<file path="config.mk">
export PLATFORM = sky130hd
export DESIGN_NAME = ccx_exec
export DESIGN_NICKNAME = d
export VERILOG_FILES = /design/src/ccx_pkg.sv /design/src/ccx_wdt.sv /design/src/ccx_exec.sv
export SDC_FILE = /design/constraint.sdc
export NUM_CORES = 2
export LEC_CHECK = 0
export ABC_AREA = 1
export BUFFER_PORTS_ARGS = -buffer_cell sky130_fd_sc_hd__buf_2
export CORE_ASPECT_RATIO = 0.5
export CORE_MARGIN = 3
export CORE_UTILIZATION = 29
export DETAILED_ROUTE_END_ITERATION = 16
export HOLD_SLACK_MARGIN = 0.1
export PLACE_DENSITY = 0.54
export SYNTH_ARGS = -nofsm -noshare
export SYNTH_HDL_FRONTEND = slang
export SYNTH_SLANG_ARGS = --single-unit
</file>
<file path="constraint.sdc">
create_clock -name i_mclk -period 8.7 [get_ports i_mclk]
set_input_delay 0.87 -clock i_mclk [delete_from_list [all_inputs] [get_ports i_mclk]]
set_output_delay 0.87 -clock i_mclk [all_outputs]
set_load 0.005 [all_outputs]
</file>
<file path="src/ccx_pkg.sv">
// package for the call/clear instruction executor: opcodes, widths, register map
// assumes a 14-bit instruction word and a 15-bit instruction pointer
package ccx_pkg;
    localparam int          IW = 14;
    localparam int          PW = 15;
    // instruction encodings (14-bit)
    localparam logic [13:0] OP_CALL_MASK  = 14'h3800;
    localparam logic [13:0] OP_CALL       = 14'h2000;
    localparam logic [13:0] OP_CALL_ACC   = 14'h000a;
    localparam logic [13:0] OP_WDKICK     = 14'h0064;
    localparam logic [13:0] OP_ZACC       = 14'h0100;
    localparam logic [13:0] OP_ZACC_MASK  = 14'h3f80;
    localparam logic [13:0] OP_ZFILE      = 14'h0180;
    localparam logic [13:0] OP_ZFILE_MASK = 14'h3f80;
    localparam logic [13:0] OP_FOP_MASK   = 14'h3f00;
    localparam logic [13:0] OP_INV        = 14'h0900;
    localparam logic [13:0] OP_DEC        = 14'h0300;
    localparam int          DEST_BIT      = 7;
    // axi register byte addresses
    localparam logic [7:0]  A_INSTR  = 8'h00;
    localparam logic [7:0]  A_ACC    = 8'h04;
    localparam logic [7:0]  A_LATCH  = 8'h08;
    localparam logic [7:0]  A_PTR    = 8'h0c;
    localparam logic [7:0]  A_STATUS = 8'h10;
    localparam logic [7:0]  A_STACK  = 8'h14;
    localparam logic [7:0]  A_FDATA  = 8'h18;
    localparam logic [7:0]  A_WATCHDOG = 8'h1c;
    localparam logic [7:0]  A_FADDR  = 8'h20;
    // status field positions
    localparam int          ST_Z  = 2;
    localparam int          ST_SLEEP   = 3;
    localparam int          ST_EXPIRED = 4;
    localparam int          ST_BUSY = 8;
    localparam logic [1:0]  RESP_OK  = 2'b00;
    localparam logic [1:0]  RESP_ERR = 2'b10;
    localparam int          CALL_CYCLES = 2;
endpackage : ccx_pkg

</file>
<file path="src/ccx_wdt.sv">
// watchdog counter with its own prescaler
// assumes one clear pulse per kick instruction
`timescale 1ns/10ps
module ccx_watchdog #(
    parameter int PRE_W = 8,
    parameter int CNT_W = 16
) (
    input  wire logic             i_mclk,
    input  wire logic             i_reset_n,
    input  wire logic             i_clear,
    output logic      [CNT_W-1:0] o_count
);
    logic [PRE_W-1:0] pre_r;
    logic [CNT_W-1:0] cnt_r;
    wire              pre_wrap = &pre_r;
    always_ff @(posedge i_mclk or negedge i_reset_n) begin
        if (!i_reset_n) begin
            pre_r <= '0;
            cnt_r <= '0;
        end else if (i_clear) begin
            pre_r <= '0;
            cnt_r <= '0;
        end else begin
            pre_r <= pre_r + 1'b1;
            if (pre_wrap)
                cnt_r <= cnt_r + 1'b1;
        end
    end
    assign o_count = cnt_r;
endmodule : ccx_watchdog

</file>
<file path="src/ccx_exec.sv">
// executor for call, watchdog kick, clear, complement and decrement instructions
// software issues instructions over axi4-lite; file register space is local
// Function
// - literal call pushes pointer plus one
// - literal call builds pointer from literal, latch
// - literal call two cycles, flags unchanged
// - accumulator call pushes pointer plus one in the same cycle as the load
// - accumulator call pointer from accumulator, latch
// - accumulator call two cycles, flags unchanged
// - kick clears watchdog, sets both flags
// - file clear writes zero, sets zero
// - accumulator clear writes zero, sets zero
// - complement file, destination by select bit
// - decrement file, destination by select bit
`timescale 1ns/10ps
module ccx_exec #(
    parameter int NREG = 128
) (
    input  wire logic        i_mclk,
    input  wire logic        i_reset_n,
    input  wire logic [7:0]  i_awaddr,
    input  wire logic        i_awvalid,
    output logic             o_awready,
    input  wire logic [31:0] i_wdata,
    input  wire logic [3:0]  i_wstrb,
    input  wire logic        i_wvalid,
    output logic             o_wready,
    output logic [1:0]       o_bresp,
    output logic             o_bvalid,
    input  wire logic        i_bready,
    input  wire logic [7:0]  i_araddr,
    input  wire logic        i_arvalid,
    output logic             o_arready,
    output logic [31:0]      o_rdata,
    output logic [1:0]       o_rresp,
    output logic             o_rvalid,
    input  wire logic        i_rready,
    output logic [14:0]      o_instruction_pointer,
    output logic             o_busy
);
    typedef enum logic [1:0] {CCX_IDLE = 2'b00, CCX_EXEC = 2'b01, CCX_CALL2 = 2'b11} ccx_state_e;

    ccx_state_e  st_r;
    logic [13:0] ir_r;
    logic [7:0]  acc_r;
    logic [6:0]  latch_r;
    logic [14:0] ptr_r;
    logic [14:0] stack_top_r;
    logic        z_r;
    logic        expired_r;
    logic        sleep_r;
    logic [6:0]  faddr_r;
    logic [7:0]  freg_r [NREG];
    logic        aw_got_r;
    logic        w_got_r;
    logic [7:0]  awaddr_r;
    logic [31:0] wdata_r;
    logic [3:0]  wstrb_r;
    logic        bvalid_r;
    logic [1:0]  bresp_r;
    logic        rvalid_r;
    logic [31:0] rdata_r;
    logic [1:0]  rresp_r;
    logic [15:0] watchdog_count;

    // decode
    wire         is_call  = (ir_r & ccx_pkg::OP_CALL_MASK) == ccx_pkg::OP_CALL;
    wire         is_call_acc = ir_r == ccx_pkg::OP_CALL_ACC;
    wire         is_kick  = ir_r == ccx_pkg::OP_WDKICK;
    wire         is_zacc  = (ir_r & ccx_pkg::OP_ZACC_MASK) == ccx_pkg::OP_ZACC;
    wire         is_zfile = (ir_r & ccx_pkg::OP_ZFILE_MASK) == ccx_pkg::OP_ZFILE;
    wire         is_inv   = (ir_r & ccx_pkg::OP_FOP_MASK) == ccx_pkg::OP_INV;
    wire         is_dec   = (ir_r & ccx_pkg::OP_FOP_MASK) == ccx_pkg::OP_DEC;
    wire         to_file  = ir_r[ccx_pkg::DEST_BIT];
    wire [6:0]   f_idx    = ir_r[6:0];
    wire [7:0]   f_val    = freg_r[f_idx];
    wire [7:0]   inv_res  = ~f_val;
    wire [7:0]   dec_res  = f_val - 8'h01;
    wire [7:0]   fop_res  = is_inv ? inv_res : dec_res;
    wire         fop      = is_inv | is_dec;
    wire [14:0]  call_tgt  = {latch_r[6:3], ir_r[10:0]};
    wire [14:0]  call_acc_tgt = {latch_r, acc_r};
    // both call forms share the push and the second cycle
    wire         is_any_call = is_call | is_call_acc;
    wire         exec_go  = (st_r == CCX_EXEC);
    wire         kick     = exec_go & is_kick;

    // axi write decode
    wire         aw_hs    = i_awvalid & o_awready;
    wire         w_hs     = i_wvalid & o_wready;
    wire         aw_have  = aw_got_r | aw_hs;
    wire         w_have   = w_got_r | w_hs;
    wire [7:0]   wa       = aw_got_r ? awaddr_r : i_awaddr;
    wire [31:0]  wd       = w_got_r ? wdata_r : i_wdata;
    wire [3:0]   ws       = w_got_r ? wstrb_r : i_wstrb;
    wire         wr_fire  = aw_have & w_have & ~bvalid_r;
    wire         wr_idle  = (st_r == CCX_IDLE);
    wire         wa_instr = wa == ccx_pkg::A_INSTR;
    wire         wa_acc   = wa == ccx_pkg::A_ACC;
    wire         wa_latch = wa == ccx_pkg::A_LATCH;
    wire         wa_fdata = wa == ccx_pkg::A_FDATA;
    wire         wa_faddr = wa == ccx_pkg::A_FADDR;
    wire         wa_ok    = wa_instr | wa_acc | wa_latch | wa_fdata | wa_faddr;
    // mapped writes stall while an instruction runs so state never races the executor
    wire         wr_do    = wr_fire & wr_idle & wa_ok;
    // unmapped writes are answered at once, even while an instruction runs
    wire         wr_take  = wr_fire & (wr_idle | ~wa_ok);

    assign o_awready = ~aw_got_r & ~bvalid_r;
    assign o_wready  = ~w_got_r & ~bvalid_r;
    assign o_bvalid  = bvalid_r;
    assign o_bresp   = bresp_r;

    // axi read decode
    wire         ar_hs    = i_arvalid & o_arready;
    // status word placed by the package field positions
    logic [31:0] status_w;
    always_comb begin
        status_w                      = 32'h0;
        status_w[ccx_pkg::ST_Z]       = z_r;
        status_w[ccx_pkg::ST_SLEEP]   = sleep_r;
        status_w[ccx_pkg::ST_EXPIRED] = expired_r;
        status_w[ccx_pkg::ST_BUSY]    = ~wr_idle;
    end
    wire [7:0]   ra       = i_araddr;
    wire         ra_ok    = (ra == ccx_pkg::A_INSTR) | (ra == ccx_pkg::A_ACC) | (ra == ccx_pkg::A_LATCH)
                          | (ra == ccx_pkg::A_PTR) | (ra == ccx_pkg::A_STATUS) | (ra == ccx_pkg::A_STACK)
                          | (ra == ccx_pkg::A_FDATA) | (ra == ccx_pkg::A_WATCHDOG) | (ra == ccx_pkg::A_FADDR);
    wire [31:0]  rd_mux   = (ra == ccx_pkg::A_INSTR)  ? {18'h0, ir_r} :
                            (ra == ccx_pkg::A_ACC)    ? {24'h0, acc_r} :
                            (ra == ccx_pkg::A_LATCH)  ? {25'h0, latch_r} :
                            (ra == ccx_pkg::A_PTR)    ? {17'h0, ptr_r} :
                            (ra == ccx_pkg::A_STATUS) ? status_w :
                            (ra == ccx_pkg::A_STACK)  ? {17'h0, stack_top_r} :
                            (ra == ccx_pkg::A_FDATA)  ? {24'h0, freg_r[faddr_r]} :
                            (ra == ccx_pkg::A_WATCHDOG) ? {16'h0, watchdog_count} :
                            (ra == ccx_pkg::A_FADDR)  ? {25'h0, faddr_r} : 32'h0;

    assign o_arready = ~rvalid_r;
    assign o_rvalid  = rvalid_r;
    assign o_rdata   = rdata_r;
    assign o_rresp   = rresp_r;
    assign o_instruction_pointer = ptr_r;
    assign o_busy    = ~wr_idle;

    // write channel bookkeeping
    always_ff @(posedge i_mclk or negedge i_reset_n) begin
        if (!i_reset_n) begin
            aw_got_r <= 1'b0;
            w_got_r  <= 1'b0;
            awaddr_r <= 8'h00;
            wdata_r  <= 32'h0;
            wstrb_r  <= 4'h0;
            bvalid_r <= 1'b0;
            bresp_r  <= ccx_pkg::RESP_OK;
        end else begin
            if (aw_hs)
                awaddr_r <= i_awaddr;
            if (w_hs) begin
                wdata_r <= i_wdata;
                wstrb_r <= i_wstrb;
            end
            if (wr_take) begin
                aw_got_r <= 1'b0;
                w_got_r  <= 1'b0;
                bvalid_r <= 1'b1;
                bresp_r  <= wa_ok ? ccx_pkg::RESP_OK : ccx_pkg::RESP_ERR;
            end else begin
                aw_got_r <= aw_have;
                w_got_r  <= w_have;
                if (bvalid_r & i_bready)
                    bvalid_r <= 1'b0;
            end
        end
    end

    // read channel
    // data is captured at acceptance so it stands while rvalid waits
    always_ff @(posedge i_mclk or negedge i_reset_n) begin
        if (!i_reset_n) begin
            rvalid_r <= 1'b0;
            rdata_r  <= 32'h0;
            rresp_r  <= ccx_pkg::RESP_OK;
        end else if (ar_hs) begin
            rvalid_r <= 1'b1;
            rdata_r  <= rd_mux;
            rresp_r  <= ra_ok ? ccx_pkg::RESP_OK : ccx_pkg::RESP_ERR;
        end else if (rvalid_r & i_rready) begin
            rvalid_r <= 1'b0;
        end
    end

    // sequencer: idle, one execute cycle, second cycle for calls
    always_ff @(posedge i_mclk or negedge i_reset_n) begin
        if (!i_reset_n) begin
            st_r <= CCX_IDLE;
            ir_r <= 14'h0000;
        end else begin
            case (st_r)
                CCX_IDLE: begin
                    if (wr_do & wa_instr) begin
                        ir_r <= wd[13:0];
                        st_r <= CCX_EXEC;
                    end
                end
                CCX_EXEC: st_r <= is_any_call ? CCX_CALL2 : CCX_IDLE;
                CCX_CALL2: st_r <= CCX_IDLE;
                default: st_r <= CCX_IDLE;
            endcase
        end
    end

    // pointer and return stack top; calls touch no flag
    always_ff @(posedge i_mclk or negedge i_reset_n) begin
        if (!i_reset_n) begin
            ptr_r <= 15'h0000;
            stack_top_r <= 15'h0000;
        end else if (exec_go) begin
            if (is_any_call)
                stack_top_r <= ptr_r + 15'h0001;
            if (is_call)
                ptr_r <= call_tgt;
            else if (is_call_acc)
                ptr_r <= call_acc_tgt;
            // every other opcode, known or not, steps the pointer by one
            else
                ptr_r <= ptr_r + 15'h0001;
        end
    end

    // accumulator, latch and flags
    always_ff @(posedge i_mclk or negedge i_reset_n) begin
        if (!i_reset_n) begin
            acc_r   <= 8'h00;
            latch_r <= 7'h00;
            faddr_r <= 7'h00;
            z_r     <= 1'b0;
            expired_r <= 1'b1;
            sleep_r   <= 1'b1;
        end else begin
            if (wr_do & wa_acc & ws[0])
                acc_r <= wd[7:0];
            if (wr_do & wa_latch & ws[0])
                latch_r <= wd[6:0];
            if (wr_do & wa_faddr & ws[0])
                faddr_r <= wd[6:0];
            if (exec_go) begin
                // no event in this block clears these two flags
                // flags set by kick
                if (is_kick) begin
                    expired_r <= 1'b1;
                    sleep_r   <= 1'b1;
                end
                if (is_zacc) begin
                    acc_r <= 8'h00;
                    z_r   <= 1'b1;
                end
                if (is_zfile)
                    z_r <= 1'b1;
                if (fop) begin
                    z_r <= fop_res == 8'h00;
                    if (!to_file)
                        acc_r <= fop_res;
                end
            end
        end
    end

    // file registers; no reset, software loads them through the data window
    always_ff @(posedge i_mclk) begin
        if (wr_do & wa_fdata & ws[0])
            freg_r[faddr_r] <= wd[7:0];
        else if (exec_go & is_zfile)
            freg_r[f_idx] <= 8'h00;
        else if (exec_go & fop & to_file)
            freg_r[f_idx] <= fop_res;
    end

    // watchdog and prescaler cleared
    // an unkicked watchdog only counts; expiry takes no action here
    ccx_watchdog #(
        .PRE_W (8),
        .CNT_W (16)
    ) u_watchdog (
        .i_mclk    (i_mclk),
        .i_reset_n (i_reset_n),
        .i_clear   (kick),
        .o_count   (watchdog_count)
    );
endmodule : ccx_exec

</file>
==> run_results.csv <==
group,metric,value,unit
outcome,outcome,"finished, final reports clean",
clocking,cts_resized,0,
timing,grt_setup_unrepaired,"false",
synthesis,ys_seq_elements,1162,
clocking,clock-root-buffer,"clkbuf_16",
setup_path,crit_path_end_kind,"register",
setup_path,cp-start-kind,"register",
timing,maxSlewHeadroom,14.4,%
synthesis,synth_top_area_cell,"edfxtp_1",
synthesis,synthAdderAreaFrac,0.0844,%
drt,vias,50382,
synthesis,synth-compound-area-share,14.5,%
clocking,ctsHoldBuffers,0,
floorplan,initial_core_util,29.4,%
drt,routed_wl,216000,um
clocking,cts_made_buffers,120,
synthesis,synthFlopType,"edfxtp_1",
synthesis,synth_top_area_share,51.8,%
synthesis,yosys.area_share.simple,21.2,%
drt,vias_per_cell,5.37,
global_routing,grt_pass1_vias,46093,
floorplan,floorplan.die.width,646,um
timing,skew,0.0377,ns
floorplan,die_area,0.210,mm2
clocking,htree_levels,3,
synthesis,synth.avg_cell_area,8.79,um2
timing,setup_tns,0,ns
synthesis,synth_async_sr_flop_share,11.9,%
power,p_total,0.0141,W
setup_path,critPathMaxFanout,148,
timing,hold_viol,0,
synthesis,yosys-top-cells-area,"edfxtp_1 (52%), nand2_1 (8.5%), o21ai_0 (8.3%), nor2_1 (7.4%), dfrtp_1 (5.8%)",
setup_path,critPathKind,"reg2reg",
clocking,clk_pin_slew,0.07,ns
place,io_buffers,76,
clocking,cts_tree,"done",
synthesis,synth_cell_types,54,
synthesis,yosys_warnings,0,
setup_path,required,9.17,ns
drt,drc,0,
timing,period_share,69.1,%
synthesis,yosysSeqAreaShare,57.7,%
place,routabilityCongestion,0.894,
setup_path,r2r_start,"ir_r[0]",
drt,drtPass1Iterations,7,
clocking,insertion_delay,0.77,ns
global_routing,grt_usage,19.8,%
synthesis,synth_most_common_cell,"nand2_1",
timing,fmax,0.166,GHz
timing,period_needed,6.01,ns
clocking,clock-sinks,1162,
hold_path,hold_path_class,"in2async",
floorplan,rows,116,
power,leakagePower,24.0,nW
cells_and_area,fin_nets,6628,
cells_and_area,area_growth,11.0,%
power,peakVddDrop,201,uV
floorplan,core_area,0.202,mm2
global_routing,gr-total-overflow,0,
floorplan,pin_count,116,
synthesis,netlist_instances,6745,
synthesis,syn_area,0.0593,mm2
drt,wl_per_cell,23.1,um
synthesis,synth_top_family_by_area,"simple AND/OR/NAND/NOR gates",
floorplan,die_h,326,um
clocking,cts_buffer_depth,3,
cells_and_area,layout-drive-gt1-share,6.61,%
timing,tightest_slew,1.28,ns
global_routing,antenna_found_initial,2,
synthesis,synth_xor_xnor_area_share,0.192,%
power,powerDensity,214,mW/mm2
drt,antenna_left,0,
timing,setup_viol,0,
setup_path,cp-startpoint,"ir_r[0]",
global_routing,grt_max_degree,162,
synthesis,muxShareOfSynthArea,0.331,%
clocking,post_cts.repair.setup_buffers,0,
flow_run,max-cap-violations,0,
synthesis,synth_common_cells,"nand2_1 (1348), nor2_1 (1165), edfxtp_1 (1024)",
place,hpwl,125000,um
drt,drt_iter0_drc,6149,
global_routing,grt_first_pass_wirelength,313000,um
synthesis,synth_edf_count,1024,
setup_path,arrival,6.49,ns
timing,maxSlewViolCount,0,
-- registers in the layout, summed over array words and instances (netlist names) --
| register | count |
|---|---|
| faddr_r | 7 |
| z_r | 1 |
| freg_r | 1024 |
| o_instruction_pointer | 15 |
| u_watchdog.o_count | 16 |
| aw_got_r | 1 |
| o_bresp | 1 |
| wstrb_r | 1 |
| acc_r | 8 |
| wdata_r | 14 |
| latch_r | 7 |
| o_rdata | 16 |
| u_watchdog.pre_r | 8 |
| o_rvalid | 1 |
| stack_top_r | 15 |
| w_got_r | 1 |
| o_rresp | 1 |
| awaddr_r | 8 |
| o_bvalid | 1 |
| st_r | 2 |
| ir_r | 14 |
-- logic make-up (layout without fill, tap and decap cells) --
group           count (synthesis)  in the layout
buf+inv                       845            744
compound gates               1584           1584
simple gates                 3118           3118
other cells                     1             21
mux                            18             18
xor+xnor                       13             13
fa+ha+maj                       4              4
flops                        1162           1162
-- routing by layer --
metal | wire, um | GRT usage [%] | vias up
met5 | 0 | 0 | -
met4 | 7320 | 6.57 | 0
met3 | 21800 | 3.74 | 416
met2 | 95800 | 30.6 | 2649
met1 | 91500 | 27.8 | 24480
li1 | - | - | 22837
-- report_power, final --
group          internal (W)  total, W  leakage, nW  switching [W]
logic              0.000452   0.00216         11.2        0.00171
registers           0.00674   0.00681         11.0      0.0000713
clock network       0.00280   0.00508         1.83        0.00228
total               0.00999    0.0141         24.0        0.00407
-- critical path: stages (launching register included) --
cell and delay, ns:
dfrtp_4 0.53, buf_12 0.41, buf_4 0.66, nor2_1 0.11, nor2_1 0.09, o21ai_0 0.09
o211ai_1 0.12, nand3_1 0.22, nand3_1 0.29, nand3_1 0.29, nand2_1 0.15, nand2_1 0.10
ha_1 0.31, o21ai_0 0.26, inv_1 0.14, o22ai_4 0.75, buf_4 0.68
-- final timing paths --
| check | endpoint | slack, ns | cells after the start |
|---|---|---|---|
| worst min register to register | u_watchdog.pre_r[0] | 0.46 | 1 |
| worst max-delay path | freg_r[37][1] | 2.69 | 16 |
| worst max register to register | freg_r[37][1] | 2.69 | 16 |
| min in group i_mclk | o_bvalid | 0.30 | 2 |
| max in group asynchronous | faddr_r[0] | 7.28 | 2 |
| worst min-delay path | wdata_r[11] | 0.20 | 1 |
-- per-stage QoR --
stage	hold slack, ns	utilization, %	instances	setup WS, ns	instance area (um2)
2_1_floorplan	0.433	-	6762	2.17	59400
3_3_place_gp	0.455	30.8	9157	3.03	62000
3_5_place_dp	0.461	30.8	9157	3.10	62000
4_1_cts	0.210	32.6	9375	3.07	65800
5_1_grt	0.249	32.6	9375	2.70	65800
6_report	0.203	32.6	9378	2.69	65800
-- final cells by class --
class,count,area (um2)
Antenna cell,3,7.51
Clock buffer,155,3260
Clock inverter,63,508
Fill cell,20626,136000
Inverter,354,1370
Multi-Input combinational cell,4755,21700
Sequential cell,1162,34200
Tap cell,2714,3400
Timing Repair Buffer,172,1320
-- placed cells by master, fill, tap and decap left out, types with 13 or more instances in the layout --
cell	n
nor2_2	15
a21oi_1	240
o211ai_1	77
inv_2	18
clkinv_2	19
conb_1	18
nor3_1	34
buf_2	75
inv_1	325
clkinv_1	33
xor2_1	13
clkbuf_16	122
buf_4	79
buf_12	17
nand4_1	13
nor2_1	1162
o22ai_1	214
mux2_2	13
edfxtp_1	1024
nand2_1	1348
clkbuf_1	25
nand3_1	501
o21ai_0	988
dfrtp_1	130
(Power assumes the default switching activity.)
